$ cat src/mss_defines.svh
// mss_defines.svh: timing counts, display codes and contact input indices for the motor start/stop sequencer
// assumes nothing of its surroundings; definitions only
`ifndef MSS_DEFINES_SVH
`define MSS_DEFINES_SVH

`define MSS_CLK_HZ          200000000
`define MSS_TICK_CYCLES     (`MSS_CLK_HZ)
`define MSS_DEBOUNCE_MS     10
`define MSS_DEBOUNCE_CYCLES ((`MSS_CLK_HZ / 1000) * `MSS_DEBOUNCE_MS)
`define MSS_TIMER_W         9
`define MSS_SEL_W           2

// display codes, one nibble per digit, digit 3 leftmost
`define MSS_DISP_IDLE       16'h0000
`define MSS_DISP_EXT_TRIP   16'hE7A1
`define MSS_DISP_FLOW_TO    16'h72DF
`define MSS_DISP_RECORD     16'hFEC0

`define MSS_IN_W            7
`define MSS_IN_ON           0
`define MSS_IN_OFF          1
`define MSS_IN_FLOW         2
`define MSS_IN_TRIP1        3
`define MSS_IN_TRIP2        4
`define MSS_IN_RESET        5
`define MSS_IN_FEEDBACK     6

`endif

$ cat src/mss_pkg.sv
// mss_pkg.sv: types shared by the sequencer modules
// assumes mss_defines.svh is on the include path
`include "mss_defines.svh"
package mss_pkg;
    typedef enum logic [2:0] {
        MSS_IDLE,
        MSS_ON_WAIT,
        MSS_RUN,
        MSS_OFF_WAIT,
        MSS_FLOW_LOST,
        MSS_FLOW_TIMEOUT,
        MSS_TRIPPED
    } mss_state_e;

    typedef enum logic [2:0] {
        MSS_START_DIRECT,
        MSS_START_STAR_DELTA,
        MSS_START_REVERSE,
        MSS_START_REACTOR,
        MSS_START_INVERTER
    } mss_start_e;

    typedef enum logic [1:0] {
        MSS_SRC_LOCAL,
        MSS_SRC_AUTO,
        MSS_SRC_WATER
    } mss_src_e;
endpackage

$ cat src/mss_in_if.sv
// mss_in_if.sv: cleaned contact levels and their one-cycle rising/falling pulses
// assumes producer and consumer share clk_sys
`timescale 1ns/1ps
`default_nettype none
`include "mss_defines.svh"
interface mss_in_if #(
    parameter int N = `MSS_IN_W
);
    logic [N-1:0] level;
    logic [N-1:0] rise;
    logic [N-1:0] fall;
    modport producer (output level, output rise, output fall);
    modport consumer (input level, input rise, input fall);
endinterface
`default_nettype wire

$ cat src/mss_debounce.sv
// mss_debounce.sv: synchronises and debounces every contact input
// assumes raw contacts are asynchronous to clk_sys
`timescale 1ns/1ps
`default_nettype none
`include "mss_defines.svh"
module mss_debounce
    import mss_pkg::*;
#(
    parameter int N      = `MSS_IN_W,
    parameter int CYCLES = `MSS_DEBOUNCE_CYCLES
) (
    input  wire logic         clk_sys,
    input  wire logic         rst_n,
    input  wire logic [N-1:0] raw,
    mss_in_if.producer        cln
);
    localparam int CW = $clog2(CYCLES + 1);

    typedef struct packed {
        logic [N-1:0] s1;
        logic [N-1:0] s2;
        logic [N-1:0] level;
        logic [N-1:0] rise;
        logic [N-1:0] fall;
        logic [N-1:0][CW-1:0] cnt;
    } mss_deb_s;

    mss_deb_s r;
    mss_deb_s next_r;

    always_comb begin
        next_r      = r;
        next_r.s1   = raw;
        next_r.s2   = r.s1;
        next_r.rise = '0;
        next_r.fall = '0;
        // a level is accepted only after it held steady for the full window
        for (int i = 0; i < N; i++) begin
            if (r.s2[i] == r.level[i]) begin
                next_r.cnt[i] = '0;
            end else if (r.cnt[i] == CW'(CYCLES - 1)) begin
                next_r.cnt[i]   = '0;
                next_r.level[i] = r.s2[i];
                next_r.rise[i]  = r.s2[i];
                next_r.fall[i]  = ~r.s2[i];
            end else begin
                next_r.cnt[i] = r.cnt[i] + CW'(1);
            end
        end
    end

    always_ff @(posedge clk_sys or negedge rst_n) begin
        if (!rst_n) begin
            r <= '0;
        end else begin
            r <= next_r;
        end
    end

    assign cln.level = r.level;
    assign cln.rise  = r.rise;
    assign cln.fall  = r.fall;
endmodule
`default_nettype wire

$ cat src/mss_sequencer.sv
// mss_sequencer.sv: motor start/stop sequencer top, contactor, trips, status and display
// assumes contacts are raw pins; settings are static levels from the setting logic
// Overview of operation
// - time-delay mode: after ON, wait ON delay, then close main contactor.
// - time-delay mode: after OFF, wait OFF delay, then open main contactor.
// - second external trip: assert fault, drop contactor, show external-trip code.
// - trip releases only once trip input is removed and reset then applied.
// - flow mode: flow within comparison window starts motor after ON delay.
// - flow mode: no flow in start window cancels ON, shows flow-timeout code.
// - flow mode while running: flow loss drops contactor immediately.
// - after flow loss, flow back within window restarts after ON delay.
// - flow absent through the window: show flow-timeout code, stay off.
// - flow mode: OFF opens contactor after the OFF delay.
// - up/down steps phase fault currents; escape plus enter opens fault record.
// - three status outputs show local, automatic or water-level source.
// - three operating outputs follow the configured start type.
// - contactor feedback is monitored and lights a panel indicator.
`timescale 1ns/1ps
`default_nettype none
`include "mss_defines.svh"
module mss_sequencer
    import mss_pkg::*;
#(
    parameter int TICK_CYCLES     = `MSS_TICK_CYCLES,
    parameter int DEBOUNCE_CYCLES = `MSS_DEBOUNCE_CYCLES,
    parameter int TW              = `MSS_TIMER_W
) (
    input  wire logic          clk_sys,
    input  wire logic          rst_n,
    input  wire logic          on_cmd,
    input  wire logic          off_cmd,
    input  wire logic          flow_switch,
    input  wire logic          ext_trip1,
    input  wire logic          ext_trip2,
    input  wire logic          reset_button,
    input  wire logic          contactor_feedback,
    input  wire logic          flow_mode,
    input  wire logic [TW-1:0] on_delay_timer,
    input  wire logic [TW-1:0] off_delay_timer,
    input  wire logic [TW-1:0] comparison_timer,
    input  wire mss_start_e    start_type,
    input  wire mss_src_e      control_source,
    input  wire logic          up_button,
    input  wire logic          down_button,
    input  wire logic          escape_button,
    input  wire logic          enter_button,
    input  wire logic [15:0]   phase_current,
    output logic               main_contactor_output,
    output logic               fault_output,
    output logic [2:0]         status_output,
    output logic [2:0]         operating_output,
    output logic               feedback_led,
    output logic               on_delay_active,
    output logic               off_delay_active,
    output logic [15:0]        display
);
    typedef struct packed {
        mss_state_e     st;
        logic [31:0]    tick_cnt;
        logic [TW-1:0]  sec;
        logic [TW-1:0]  cmp;
        logic           flow_to;
        logic [1:0]     sel;
        logic           rec;
        logic [3:0]     btn_q;
        logic [2:0][15:0] fault_cur;
        logic [15:0]    disp;
        logic           contactor;
        logic [2:0]     oper;
        logic [2:0]     stat;
    } mss_top_s;

    mss_top_s r;
    mss_top_s next_r;
    logic     rst_sync_n;
    logic     tick;
    logic [3:0] btn_raw;

    mss_in_if #(.N(`MSS_IN_W + 4)) cln ();

    // buttons share the debouncer so their strobes stay clean too
    mss_debounce #(
        .N      (`MSS_IN_W + 4),
        .CYCLES (DEBOUNCE_CYCLES)
    ) u_deb (
        .clk_sys (clk_sys),
        .rst_n   (rst_sync_n),
        .raw     ({btn_raw, contactor_feedback, reset_button, ext_trip2, ext_trip1,
                   flow_switch, off_cmd, on_cmd}),
        .cln     (cln)
    );
    assign btn_raw = {enter_button, escape_button, down_button, up_button};

    // the reset pair alone lives outside the state struct: it must not reset with itself
    logic [1:0] rs_q;
    always_ff @(posedge clk_sys or negedge rst_n) begin
        if (!rst_n) begin
            rs_q <= 2'h0;
        end else begin
            rs_q <= {rs_q[0], 1'b1};
        end
    end
    assign rst_sync_n = rs_q[1];

    function automatic logic [2:0] mss_oper(input mss_start_e t, input logic run);
        unique case (t)
            MSS_START_DIRECT:     mss_oper = {2'h0, run};
            MSS_START_STAR_DELTA: mss_oper = {1'b0, run, run};
            MSS_START_REVERSE:    mss_oper = {1'b0, run, 1'b0};
            MSS_START_REACTOR:    mss_oper = {run, 1'b0, run};
            MSS_START_INVERTER:   mss_oper = {run, 2'h0};
            default:              mss_oper = 3'h0;
        endcase
    endfunction

    logic on_ev;
    logic off_ev;
    logic flow;
    logic trip;
    logic [3:0] btn;
    assign on_ev  = cln.rise[`MSS_IN_ON];
    assign off_ev = cln.rise[`MSS_IN_OFF];
    assign flow   = cln.level[`MSS_IN_FLOW];
    assign trip   = cln.level[`MSS_IN_TRIP1] | cln.level[`MSS_IN_TRIP2];
    assign btn    = cln.level[`MSS_IN_W+3:`MSS_IN_W];
    assign tick   = (r.tick_cnt == 32'(TICK_CYCLES - 1));

    always_comb begin
        next_r          = r;
        next_r.btn_q    = btn;
        next_r.tick_cnt = tick ? 32'h0 : r.tick_cnt + 32'h1;
        if (tick && r.sec != '0) begin
            next_r.sec = r.sec - TW'(1);
        end
        if (tick && r.cmp != '0) begin
            next_r.cmp = r.cmp - TW'(1);
        end
        unique case (r.st)
            MSS_IDLE, MSS_FLOW_TIMEOUT: begin
                if (on_ev) begin
                    next_r.st      = MSS_ON_WAIT;
                    next_r.sec     = on_delay_timer;
                    // restarting the tick keeps the first counted second whole
                    next_r.tick_cnt = 32'h0;
                    next_r.cmp     = comparison_timer;
                    next_r.flow_to = 1'b0;
                end
            end
            MSS_ON_WAIT: begin
                if (off_ev) begin
                    next_r.st = MSS_IDLE;
                end else if (flow_mode && !flow && r.cmp == '0) begin
                    next_r.st      = MSS_FLOW_TIMEOUT;
                    next_r.flow_to = 1'b1;
                end else if (r.sec == '0 && (!flow_mode || flow)) begin
                    next_r.st        = MSS_RUN;
                    next_r.contactor = 1'b1;
                end
            end
            MSS_RUN: begin
                if (flow_mode && !flow) begin
                    next_r.contactor = 1'b0;
                    next_r.st        = MSS_FLOW_LOST;
                    next_r.sec       = on_delay_timer;
                    next_r.tick_cnt  = 32'h0;
                    next_r.cmp       = comparison_timer;
                end else if (off_ev) begin
                    next_r.st  = MSS_OFF_WAIT;
                    next_r.sec = off_delay_timer;
                    next_r.tick_cnt = 32'h0;
                end
            end
            MSS_OFF_WAIT: begin
                if (on_ev) begin
                    next_r.st = MSS_RUN;
                end else if (r.sec == '0) begin
                    next_r.st        = MSS_IDLE;
                    next_r.contactor = 1'b0;
                end
            end
            MSS_FLOW_LOST: begin
                // flow must return while cmp still exceeds the ON delay
                if (off_ev) begin
                    next_r.st = MSS_IDLE;
                end else if (flow && r.cmp > on_delay_timer) begin
                    next_r.st  = MSS_ON_WAIT;
                    next_r.sec = on_delay_timer;
                    next_r.tick_cnt = 32'h0;
                end else if (r.cmp <= on_delay_timer) begin
                    next_r.st      = MSS_FLOW_TIMEOUT;
                    next_r.flow_to = 1'b1;
                end
            end
            MSS_TRIPPED: begin
                if (!trip && cln.rise[`MSS_IN_RESET]) begin
                    next_r.st = MSS_IDLE;
                end
            end
            default: next_r.st = MSS_IDLE;
        endcase
        if (trip) begin
            next_r.st        = MSS_TRIPPED;
            next_r.contactor = 1'b0;
        end
        if (next_r.st != MSS_TRIPPED && r.st != MSS_TRIPPED) begin
            next_r.fault_cur = {phase_current, r.fault_cur[2:1]};
        end
        // fault record view
        if (btn[2] && btn[3]) begin
            next_r.rec = 1'b1;
        end else if (btn[0] & ~r.btn_q[0]) begin
            next_r.rec = 1'b0;
            next_r.sel = (r.sel == 2'h2) ? 2'h0 : r.sel + 2'h1;
        end else if (btn[1] & ~r.btn_q[1]) begin
            next_r.rec = 1'b0;
            next_r.sel = (r.sel == 2'h0) ? 2'h2 : r.sel - 2'h1;
        end
        if (next_r.st == MSS_TRIPPED && cln.level[`MSS_IN_TRIP2]) begin
            next_r.disp = `MSS_DISP_EXT_TRIP;
        end else if (next_r.flow_to) begin
            next_r.disp = `MSS_DISP_FLOW_TO;
        end else if (r.rec) begin
            next_r.disp = `MSS_DISP_RECORD;
        end else begin
            next_r.disp = r.fault_cur[r.sel];
        end
        next_r.oper = mss_oper(start_type, next_r.contactor);
        unique case (control_source)
            MSS_SRC_LOCAL: next_r.stat = 3'h1;
            MSS_SRC_AUTO:  next_r.stat = 3'h2;
            MSS_SRC_WATER: next_r.stat = 3'h4;
            default:       next_r.stat = 3'h0;
        endcase
    end

    always_ff @(posedge clk_sys or negedge rst_sync_n) begin
        if (!rst_sync_n) begin
            r    <= '0;
            r.st <= MSS_IDLE;
        end else begin
            r <= next_r;
        end
    end

    assign main_contactor_output = r.contactor;
    assign fault_output          = (r.st == MSS_TRIPPED);
    assign status_output         = r.stat;
    assign operating_output      = r.oper;
    assign feedback_led          = cln.level[`MSS_IN_FEEDBACK];
    assign on_delay_active       = (r.st == MSS_ON_WAIT);
    assign off_delay_active      = (r.st == MSS_OFF_WAIT);
    assign display               = r.disp;
endmodule
`default_nettype wire

$ cat config.mk
export PLATFORM = sky130hd
export DESIGN_NAME = mss_sequencer
export DESIGN_NICKNAME = d
export VERILOG_FILES = /design/src/mss_pkg.sv /design/src/mss_in_if.sv /design/src/mss_debounce.sv /design/src/mss_sequencer.sv
export VERILOG_INCLUDE_DIRS = /design/src
export SDC_FILE = /design/constraint.sdc
export NUM_CORES = 1
export LEC_CHECK = 0
export BUFFER_PORTS_ARGS = -buffer_cell sky130_fd_sc_hd__buf_2
export CAP_MARGIN = 10
export CORE_MARGIN = 2
export CORE_UTILIZATION = 57
export CTS_BUF_LIST = sky130_fd_sc_hd__clkbuf_16
export DETAILED_ROUTE_END_ITERATION = 16
export PLACE_DENSITY = 0.85
export SYNTH_ARGS = -nofsm -noshare
export SYNTH_HDL_FRONTEND = slang
export SYNTH_SLANG_ARGS = --single-unit
$ cat constraint.sdc
create_clock -name clk_sys -period 35.3 [get_ports clk_sys]
set_input_delay 1.765 -clock clk_sys [delete_from_list [all_inputs] [get_ports clk_sys]]
set_output_delay 1.765 -clock clk_sys [all_outputs]
set_load 0.01 [all_outputs]
Yosys cells after proc, flatten, opt, wreduce, memory -nomap -nowiden
Cells that the tools add are included.
- register bits after elaboration: 402
- input bits: 62
- reductions and logical operators: 37
- bitwise logic cells: 17
- multiplexer cells: 82
- equality and inequality tests: 39
- add/subtract/negate cells: 16
- order comparisons: 3
- operator list (cell ; number):
    21-bit 2-to-1 mux ; 22
    21-bit by 1-bit adder with 21-bit output (second input constant) ; 11
    21-bit == test (second input constant) ; 11
    41-bit case mux with 3 select lines ; 1
    44-bit 2-to-1 mux ; 2
    41-bit 2-to-1 mux ; 2
    16-bit 2-to-1 mux ; 4
    54-bit 2-to-1 mux ; 1
    3-bit 2-to-1 mux ; 12
    32-bit by 1-bit adder with 32-bit output (second input constant) ; 1
    16-bit binary-select mux with 2-bit select ; 1
    32-bit by 28-bit == test with 1-bit output (second input constant) ; 1
    32-bit 2-to-1 mux ; 1
    9-bit 2-to-1 mux ; 3
    1-bit 2-to-1 mux ; 25
    2-bit AND reduction ; 12
    9-bit zero test ; 2
    3-bit case mux with 6 select lines ; 1
    9-bit case mux with 2 select lines ; 1
    9-bit nonzero test ; 2
    9-bit by 1-bit subtractor with 9-bit output (second input constant) ; 2
    3-bit == test (second input constant) ; 5
    3-bit case mux with 5 select lines ; 1
    1-bit inverter ; 14
    other kinds (24) ; 56

Depth between registers and ports, before layout
Gate-level depths: netlist (run 1).
- depth after elaboration: 11
- depth in mapped cells: 10
- mapped depth without buffers: 8

By module
Synthesis (run 1) repeated with hierarchy kept, for this count alone.
- cells, all modules: 1972
- area, all modules: 20304.5 um^2
- by module, submodules not included (module ; times used ; area each (um^2) ; cells an instance):
    mss_debounce ; 1 ; 13613.1 ; 1339
    mss_sequencer ; 1 ; 6691.4 ; 633

Worst setup path before layout (run 1)
Ideal clock, no wire load.
- path type: input to register
- from: input port on_delay_timer[4]
- to: register r[102] (netlist name)
- setup time: 0.086 ns
- arrival time: 3.583 ns
- setup slack: 31.631 ns
- stages on the path: 10
- required time: 35.214 ns
- cell sequence: inv_1 > ha_1 > a211oi_1 > o21ai_0 > a221o_1 > o21ai_2 > o211ai_1 > buf_2 > buf_2 > nor3_1
- RTL lines (element ; line ; RTL):
    from (decl) ; mss_sequencer.sv:38 ; input wire logic [TW-1:0] on_delay_timer,
    to (signal assigned) ; mss_sequencer.sv:241 ; r <= next_r;
    to (decl) ; mss_sequencer.sv:73 ; mss_top_s r;

==> reports/qor.txt, run 1 <==
status - finished, final reports clean
vias in the first global route - 13500
TritonCTS clock tree - done
final instance area - 0.0208 mm2
Post-Place Worst Slack - 30.94 ns
Multi-input gate area - 0.00833 mm2
Min-Delay Startpoint - rs_q[0]
most common cell in the synthesized netlist - dfrtp_1
H-tree depth - 2
gpl congestion - 0.880
initial core utilization - 57.9%
Comb power frac - 3.2%
worst hold path depth - 0
Pins Over Slew Limit - 0
first-pass GRT wire length - 65.5 mm
Rows - 66
hold_buf cts - 0
Worst-Margin Slew - 1.14 ns
Longest Clk Path Bufs - 3
total grt overflow - 0
Top-Level Pins - 89
synth top area cells - dfrtp_1, xor2_1, nor2_1
Period minus WS final - 3.85 ns
fmax - 260 MHz
DRT antenna net count - 0
setup TNS - 0 ns
ys async rst share - 100%
max_cap viols - 0
HP Class - flop to flop
Reg2Reg Setup Slack - 32.39 ns
Switching Fraction - 22.2%
WL per Instance - 16.5 um
max_slew headroom - 23.7%
flops & latches, synth - 399
Warnings, synthesis - 0
Final Setup Violations - 0
reg2reg start - r[87]
synth cell count leaders - dfrtp_1, nor2_1, xor2_1
Post-Syn Instances - 1830
worst path buffer plus inverter count - 3
vias per cell - 5.65
Startpoint Class - input port
setup bufs post-CTS - 0
worst path required time - 35.67 ns
ys flop type - dfrtp_1
Min-Delay Endpoint - rs_q[1]
placed cell areas - 0.0195 mm2
Critical Path Fanout Max - 30
crit path DAT - 4.22 ns
Detailed Routing Iterations Pass 1 - 5
endpoint class of the critical path - flop
Final Power - 0.916 mW
worst skew pair latency - 0.53 ns
Die W - 186 um
total CTS buffers - 41
antenna cells - 0
final worst-path cycle share - 10.9%
maximum vdd drop - 0.0365 mV
slowest stage delay, CP - 0.69 ns
RSZ-0062 raised after global routing - no
worst-path cell chain - buf_2 > inv_1 > ha_1 > nand3_1 > nor4_1 > o21ai_2 > o211ai_1 > buf_4 > nor3_1
Post-Syn Area - 0.0188 mm2
post-synth top area share - 53.0%
Layout area overhead - 10.4%
sequential share of the synthesized area - 53.0%
cts repair resizes - 0
syn nets - 1918
area leader, netlist - dfrtp_1
WS Path Type - input port to flop
Top Family by Delay on Critical Path - compound AO/OA/AOI/OAI gates
clock transition at the registers of the reported paths - 0.06 ns
CORE AREA - 0.0325 mm2
Reg2Reg Depth - 7
FF/Latch Area - 0.00999 mm2
Initial DRC Count - 885
initial antenna violation count - 0
Cell variety after synth - 66
CP max stage cell - o211ai_1
die area - 0.0345 mm2
clock network fraction of total power - 45.2%
root buffer cell - clkbuf_16
Routed WL - 39.0 mm
final core occ - 63.9%
Post-synth EDFFs - 0
Hold Vio Cnt, Final - 0
hpwl dp - 26.4 mm
Leakage - 9.31 nW
DR vias - 13400
GRT Total Usage - 23.4%
Syn Area/Cell - 10.3 um2
clk_skew - 0.0183 ns
r2r endpoint - r[122]
pwr dens - 44.0 mW/mm2
port buffer count - 88
pin count of the biggest net entering global routing - 191
Net Sw Power - 0.204 mW
worst setup margin - 31.45 ns
CTS sink cnt - 399
drc violations - 0
Cell Int Power - 0.712 mW
fraction of final layout cells sized beyond drive strength 1 - 12.3%
Fill cells - 2491
die height - 186 um
Flop pwr share - 51.6%
# nets final - 1982
==> placed cells by master, fill, tap and decap left out, types with 5 or more instances in the layout <==
master,synthesis,layout
mux2_2,60,60
inv_1,40,45
clkinv_2,0,10
o21ai_0,33,33
and3_1,45,45
nor3_1,39,39
nor4b_1,17,17
or2_2,10,10
or3_1,13,13
nor2_1,319,319
o31ai_1,5,5
nor4_1,22,22
buf_2,9,88
mux2i_1,15,15
nand3_1,123,123
ha_1,26,26
and4_1,29,29
clkinv_1,0,11
nand4_1,55,55
dfrtp_1,399,398
xnor2_1,94,94
xor2_1,159,159
o21ai_1,5,5
a21oi_1,30,30
nand2_1,119,118
clkbuf_16,0,42
o221ai_1,5,5
nand2b_1,9,9
nand3b_1,10,10
nor2b_1,9,9
and2_1,7,7
buf_4,22,5
==> power by group through the flow <==
stage | sequential [mW] | combinational (mW) | clock [mW]
3_3_place_gp | 0.480 | 0.0292 | 0
4_1_cts | 0.472 | 0.0305 | 0.422
2_1_floorplan | 0.484 | 0.0151 | 0
6_report | 0.472 | 0.0297 | 0.414
3_5_place_dp | 0.480 | 0.0301 | 0
5_1_grt | 0.473 | 0.0343 | 0.443
==> metal layers <==
layer	track usage, %	vias up	routed length (um)
li1	-	6373	-
met1	31.5	6617	17000
met2	39.4	294	19100
met3	3.42	86	1650
met4	7.43	0	1200
met5	0	-	0
==> worst max path at each step <==
stage / cells after the start / startpoint / to
6_report: 9 / on_delay_timer[8] / r[122]
3_5_place_dp: 9 / on_delay_timer[8] / r[112]
3_3_place_gp: 9 / on_delay_timer[8] / r[120]
5_1_grt: 9 / on_delay_timer[8] / r[121]
4_1_cts: 9 / on_delay_timer[8] / r[122]
2_1_floorplan: 0 / rs_q[1] / display[0]
==> state kept, by name, summed over array words and instances (netlist names), 3 cells and up <==
name	cells
u_deb.r	242
display	16
u_deb.cln.level	11
u_deb.cln.rise	3
r	107
operating_output	3
status_output	3
u_deb.next_r	11
==> final cells by class <==
type	instances	share of cell area (%)
clock buffer	42	5.05
multi-input combinational	1318	40.0
tap	442	2.66
inverter	40	0.722
timing repair buffer	94	2.39
clock inverter	32	1.11
sequential	399	48.0
==> metrics by stage <==
step	instances	hold slack (ns)
6_report	2367	0.345
5_1_grt	2367	0.354
4_1_cts	2366	0.348
3_5_place_dp	2292	0.335
3_3_place_gp	2292	0.332
2_1_floorplan	1830	0.331
==> logic make-up (layout without fill, tap and decap cells) <==
| family | after synthesis | count (layout) | synth area share [%] |
|---|---|---|---|
| other | 1 | 1 | 0.0199 |
| xor gates and xnor gates | 253 | 253 | 11.8 |
| muxes | 77 | 77 | 4.52 |
| DFF | 399 | 399 | 53.0 |
| adders and majority gates | 26 | 26 | 1.73 |
| AOI/OAI and AO/OA | 108 | 108 | 3.62 |
| and+or+nand+nor | 853 | 853 | 22.6 |
| buffers and inverters | 113 | 208 | 2.79 |
(Power assumes the default switching activity.)
==> inputs of run 2 (changes only) <==
==> constraint.sdc (replaced) <==
create_clock -name clk_sys -period 4 [get_ports clk_sys]
set_input_delay 0.2 -clock clk_sys [delete_from_list [all_inputs] [get_ports clk_sys]]
set_output_delay 0.2 -clock clk_sys [all_outputs]
set_load 0.01 [all_outputs]
==> run 2 against run 1 <==
Net effect: global-route usage grew 0.53 points; hold slack lost 0.33 ns; final area grew 3.4%; clock-buffer cell count grew 1; first-iteration DRC count grew 2.6%; clock power grew to 9.1 times the previous value; sequential share of layout area shrank 1.6 points; setup slack lost 31 ns; critical path type is now flop to flop.
==> reports/qor.txt, run 2 (same netlist as run 1, synthesis figures left out) <==
status - finished, final reports clean
Leakage - 9.62 nW
hpwl dp - 26.4 mm
Layout Cells excl Fill - 2429
setup TNS - 0 ns
WL per Instance - 16.5 um
DR vias - 13800
Die W - 186 um
TritonCTS clock tree - done
Hold Vio Cnt, Final - 0
die height - 186 um
Routed WL - 40.2 mm
drc violations - 0
gpl congestion - 0.890
Final Power - 8.27 mW
Longest Clk Path Bufs - 3
Top-Level Pins - 89
max_cap viols - 0
die area - 0.0345 mm2
Multi-input gate area - 0.00833 mm2
HP Class - input port to flop
Critical Path Fanout Max - 6
most common cell after layout, fill and taps aside - dfrtp_1
endpoint class of the critical path - flop
GRT Total Usage - 23.9%
maximum vdd drop - 0.325 mV
fmax - 325 MHz
FF/Latch Area - 0.00999 mm2
clk_skew - 0.0140 ns
Fill cells - 2424
worst path required time - 4.41 ns
Pins Over Slew Limit - 0
Top reg by flops - u_deb.r
Layout area overhead - 14.1%
pin count of the biggest net entering global routing - 73
crit path DAT - 3.48 ns
Period minus WS final - 3.08 ns
Worst-Margin Slew - 1.20 ns
pwr dens - 385 mW/mm2
CTS sink cnt - 399
total CTS buffers - 41
Initial DRC Count - 908
cts repair resizes - 0
worst skew pair latency - 0.54 ns
DRT antenna net count - 0
final core occ - 66.1%
total grt overflow - 0
root buffer cell - clkbuf_16
most frequent cells in the layout - dfrtp_1, nor2_1, xor2_1
initial antenna violation count - 0
vias per cell - 5.66
vias in the first global route - 13900
fraction of final layout cells sized beyond drive strength 1 - 12.2%
setup bufs post-CTS - 0
hold_buf cts - 57
WS Path Type - flop to flop
first-pass GRT wire length - 67.0 mm
port buffer count - 88
clock transition at the registers of the reported paths - 0.06 ns
max_slew headroom - 19.7%
H-tree depth - 2
Final Setup Violations - 0
initial core utilization - 57.9%
# nets final - 2042
Min-Delay Startpoint - on_delay_timer[6]
CORE AREA - 0.0325 mm2
max FFs per register - 242
Rows - 66
antenna cells - 0
RSZ-0062 raised after global routing - no
Startpoint Class - flop
launch point of the worst path - r[83]
final worst-path cycle share - 76.9%
reg2reg start - r[83]
Detailed Routing Iterations Pass 1 - 5
Placed Cells - 2296
==> run 2: changes by cell type in the layout (fill, tap and decap cells not counted) <==
cell	change
buf_4	-1
inv_1	+1
dlygate4sd3_1	+57
clkinv_8	-1
clkinv_2	-1
clkbuf_16	+1
clkinv_1	-2
buf_12	+4
clkinvlp_4	+1
clkinv_4	+1
inv_6	+1
bufinv_16	+1
==> run 2: final timing paths <==
path                            cells past startpoint  slack [ns]            to
worst max register to register                      8        0.92         r[92]
worst max-delay path                                8        0.92         r[92]
worst min register to register                      0        0.34  u_deb.r[273]
max in group asynchronous                           1        2.34  u_deb.r[172]
min in group asynchronous                           3        0.51       rs_q[1]
worst min-delay path                                3        0.02         r[94]
==> run 2: final cells by class <==
class	count	share of cell area [%]
inverters	40	0.698
flip-flops and latches	399	46.5
repair buffers	154	5.31
well taps	442	2.57
multi-input cells	1318	38.7
clock inverters	33	1.22
clock buffers	43	5.00
==> run 2: critical path: stages (launching register included) <==
cell	delay, ns
dfrtp_1	0.42
ha_1	0.32
a211oi_1	0.22
o21ai_0	0.15
a221o_1	0.40
o2111a_1	0.29
nor2_1	0.38
o221ai_1	0.17
dlygate4sd3_1	0.60
==> run 2: power by group <==
group / switching, mW / internal, mW / total [mW]
logic: 0.184 / 0.133 / 0.316
registers: 0.0731 / 4.09 / 4.17
clock network: 1.58 / 2.21 / 3.78
==> run 2: routing by layer <==
layer / GRT usage [%] / part of all wire (%) / vias to the layer above
met5: 0 / 0 / -
met4: 8.94 / 3.0 / 0
met3: 3.82 / 4.2 / 93
met2: 41.0 / 50 / 340
met1: 30.8 / 43 / 6831
li1: - / - / 6494
==> run 2: through the flow <==
stage	cell area [um2]	hold WS (ns)	setup WS (ns)
after floorplan	18800	-0.0956	0.0794
after global placement	19600	-0.0121	1.25
after detailed placement	19600	-0.0118	1.22
after CTS	21500	0.00233	0.997
after global routing	21500	0.0258	0.665
final	21500	0.0199	0.923
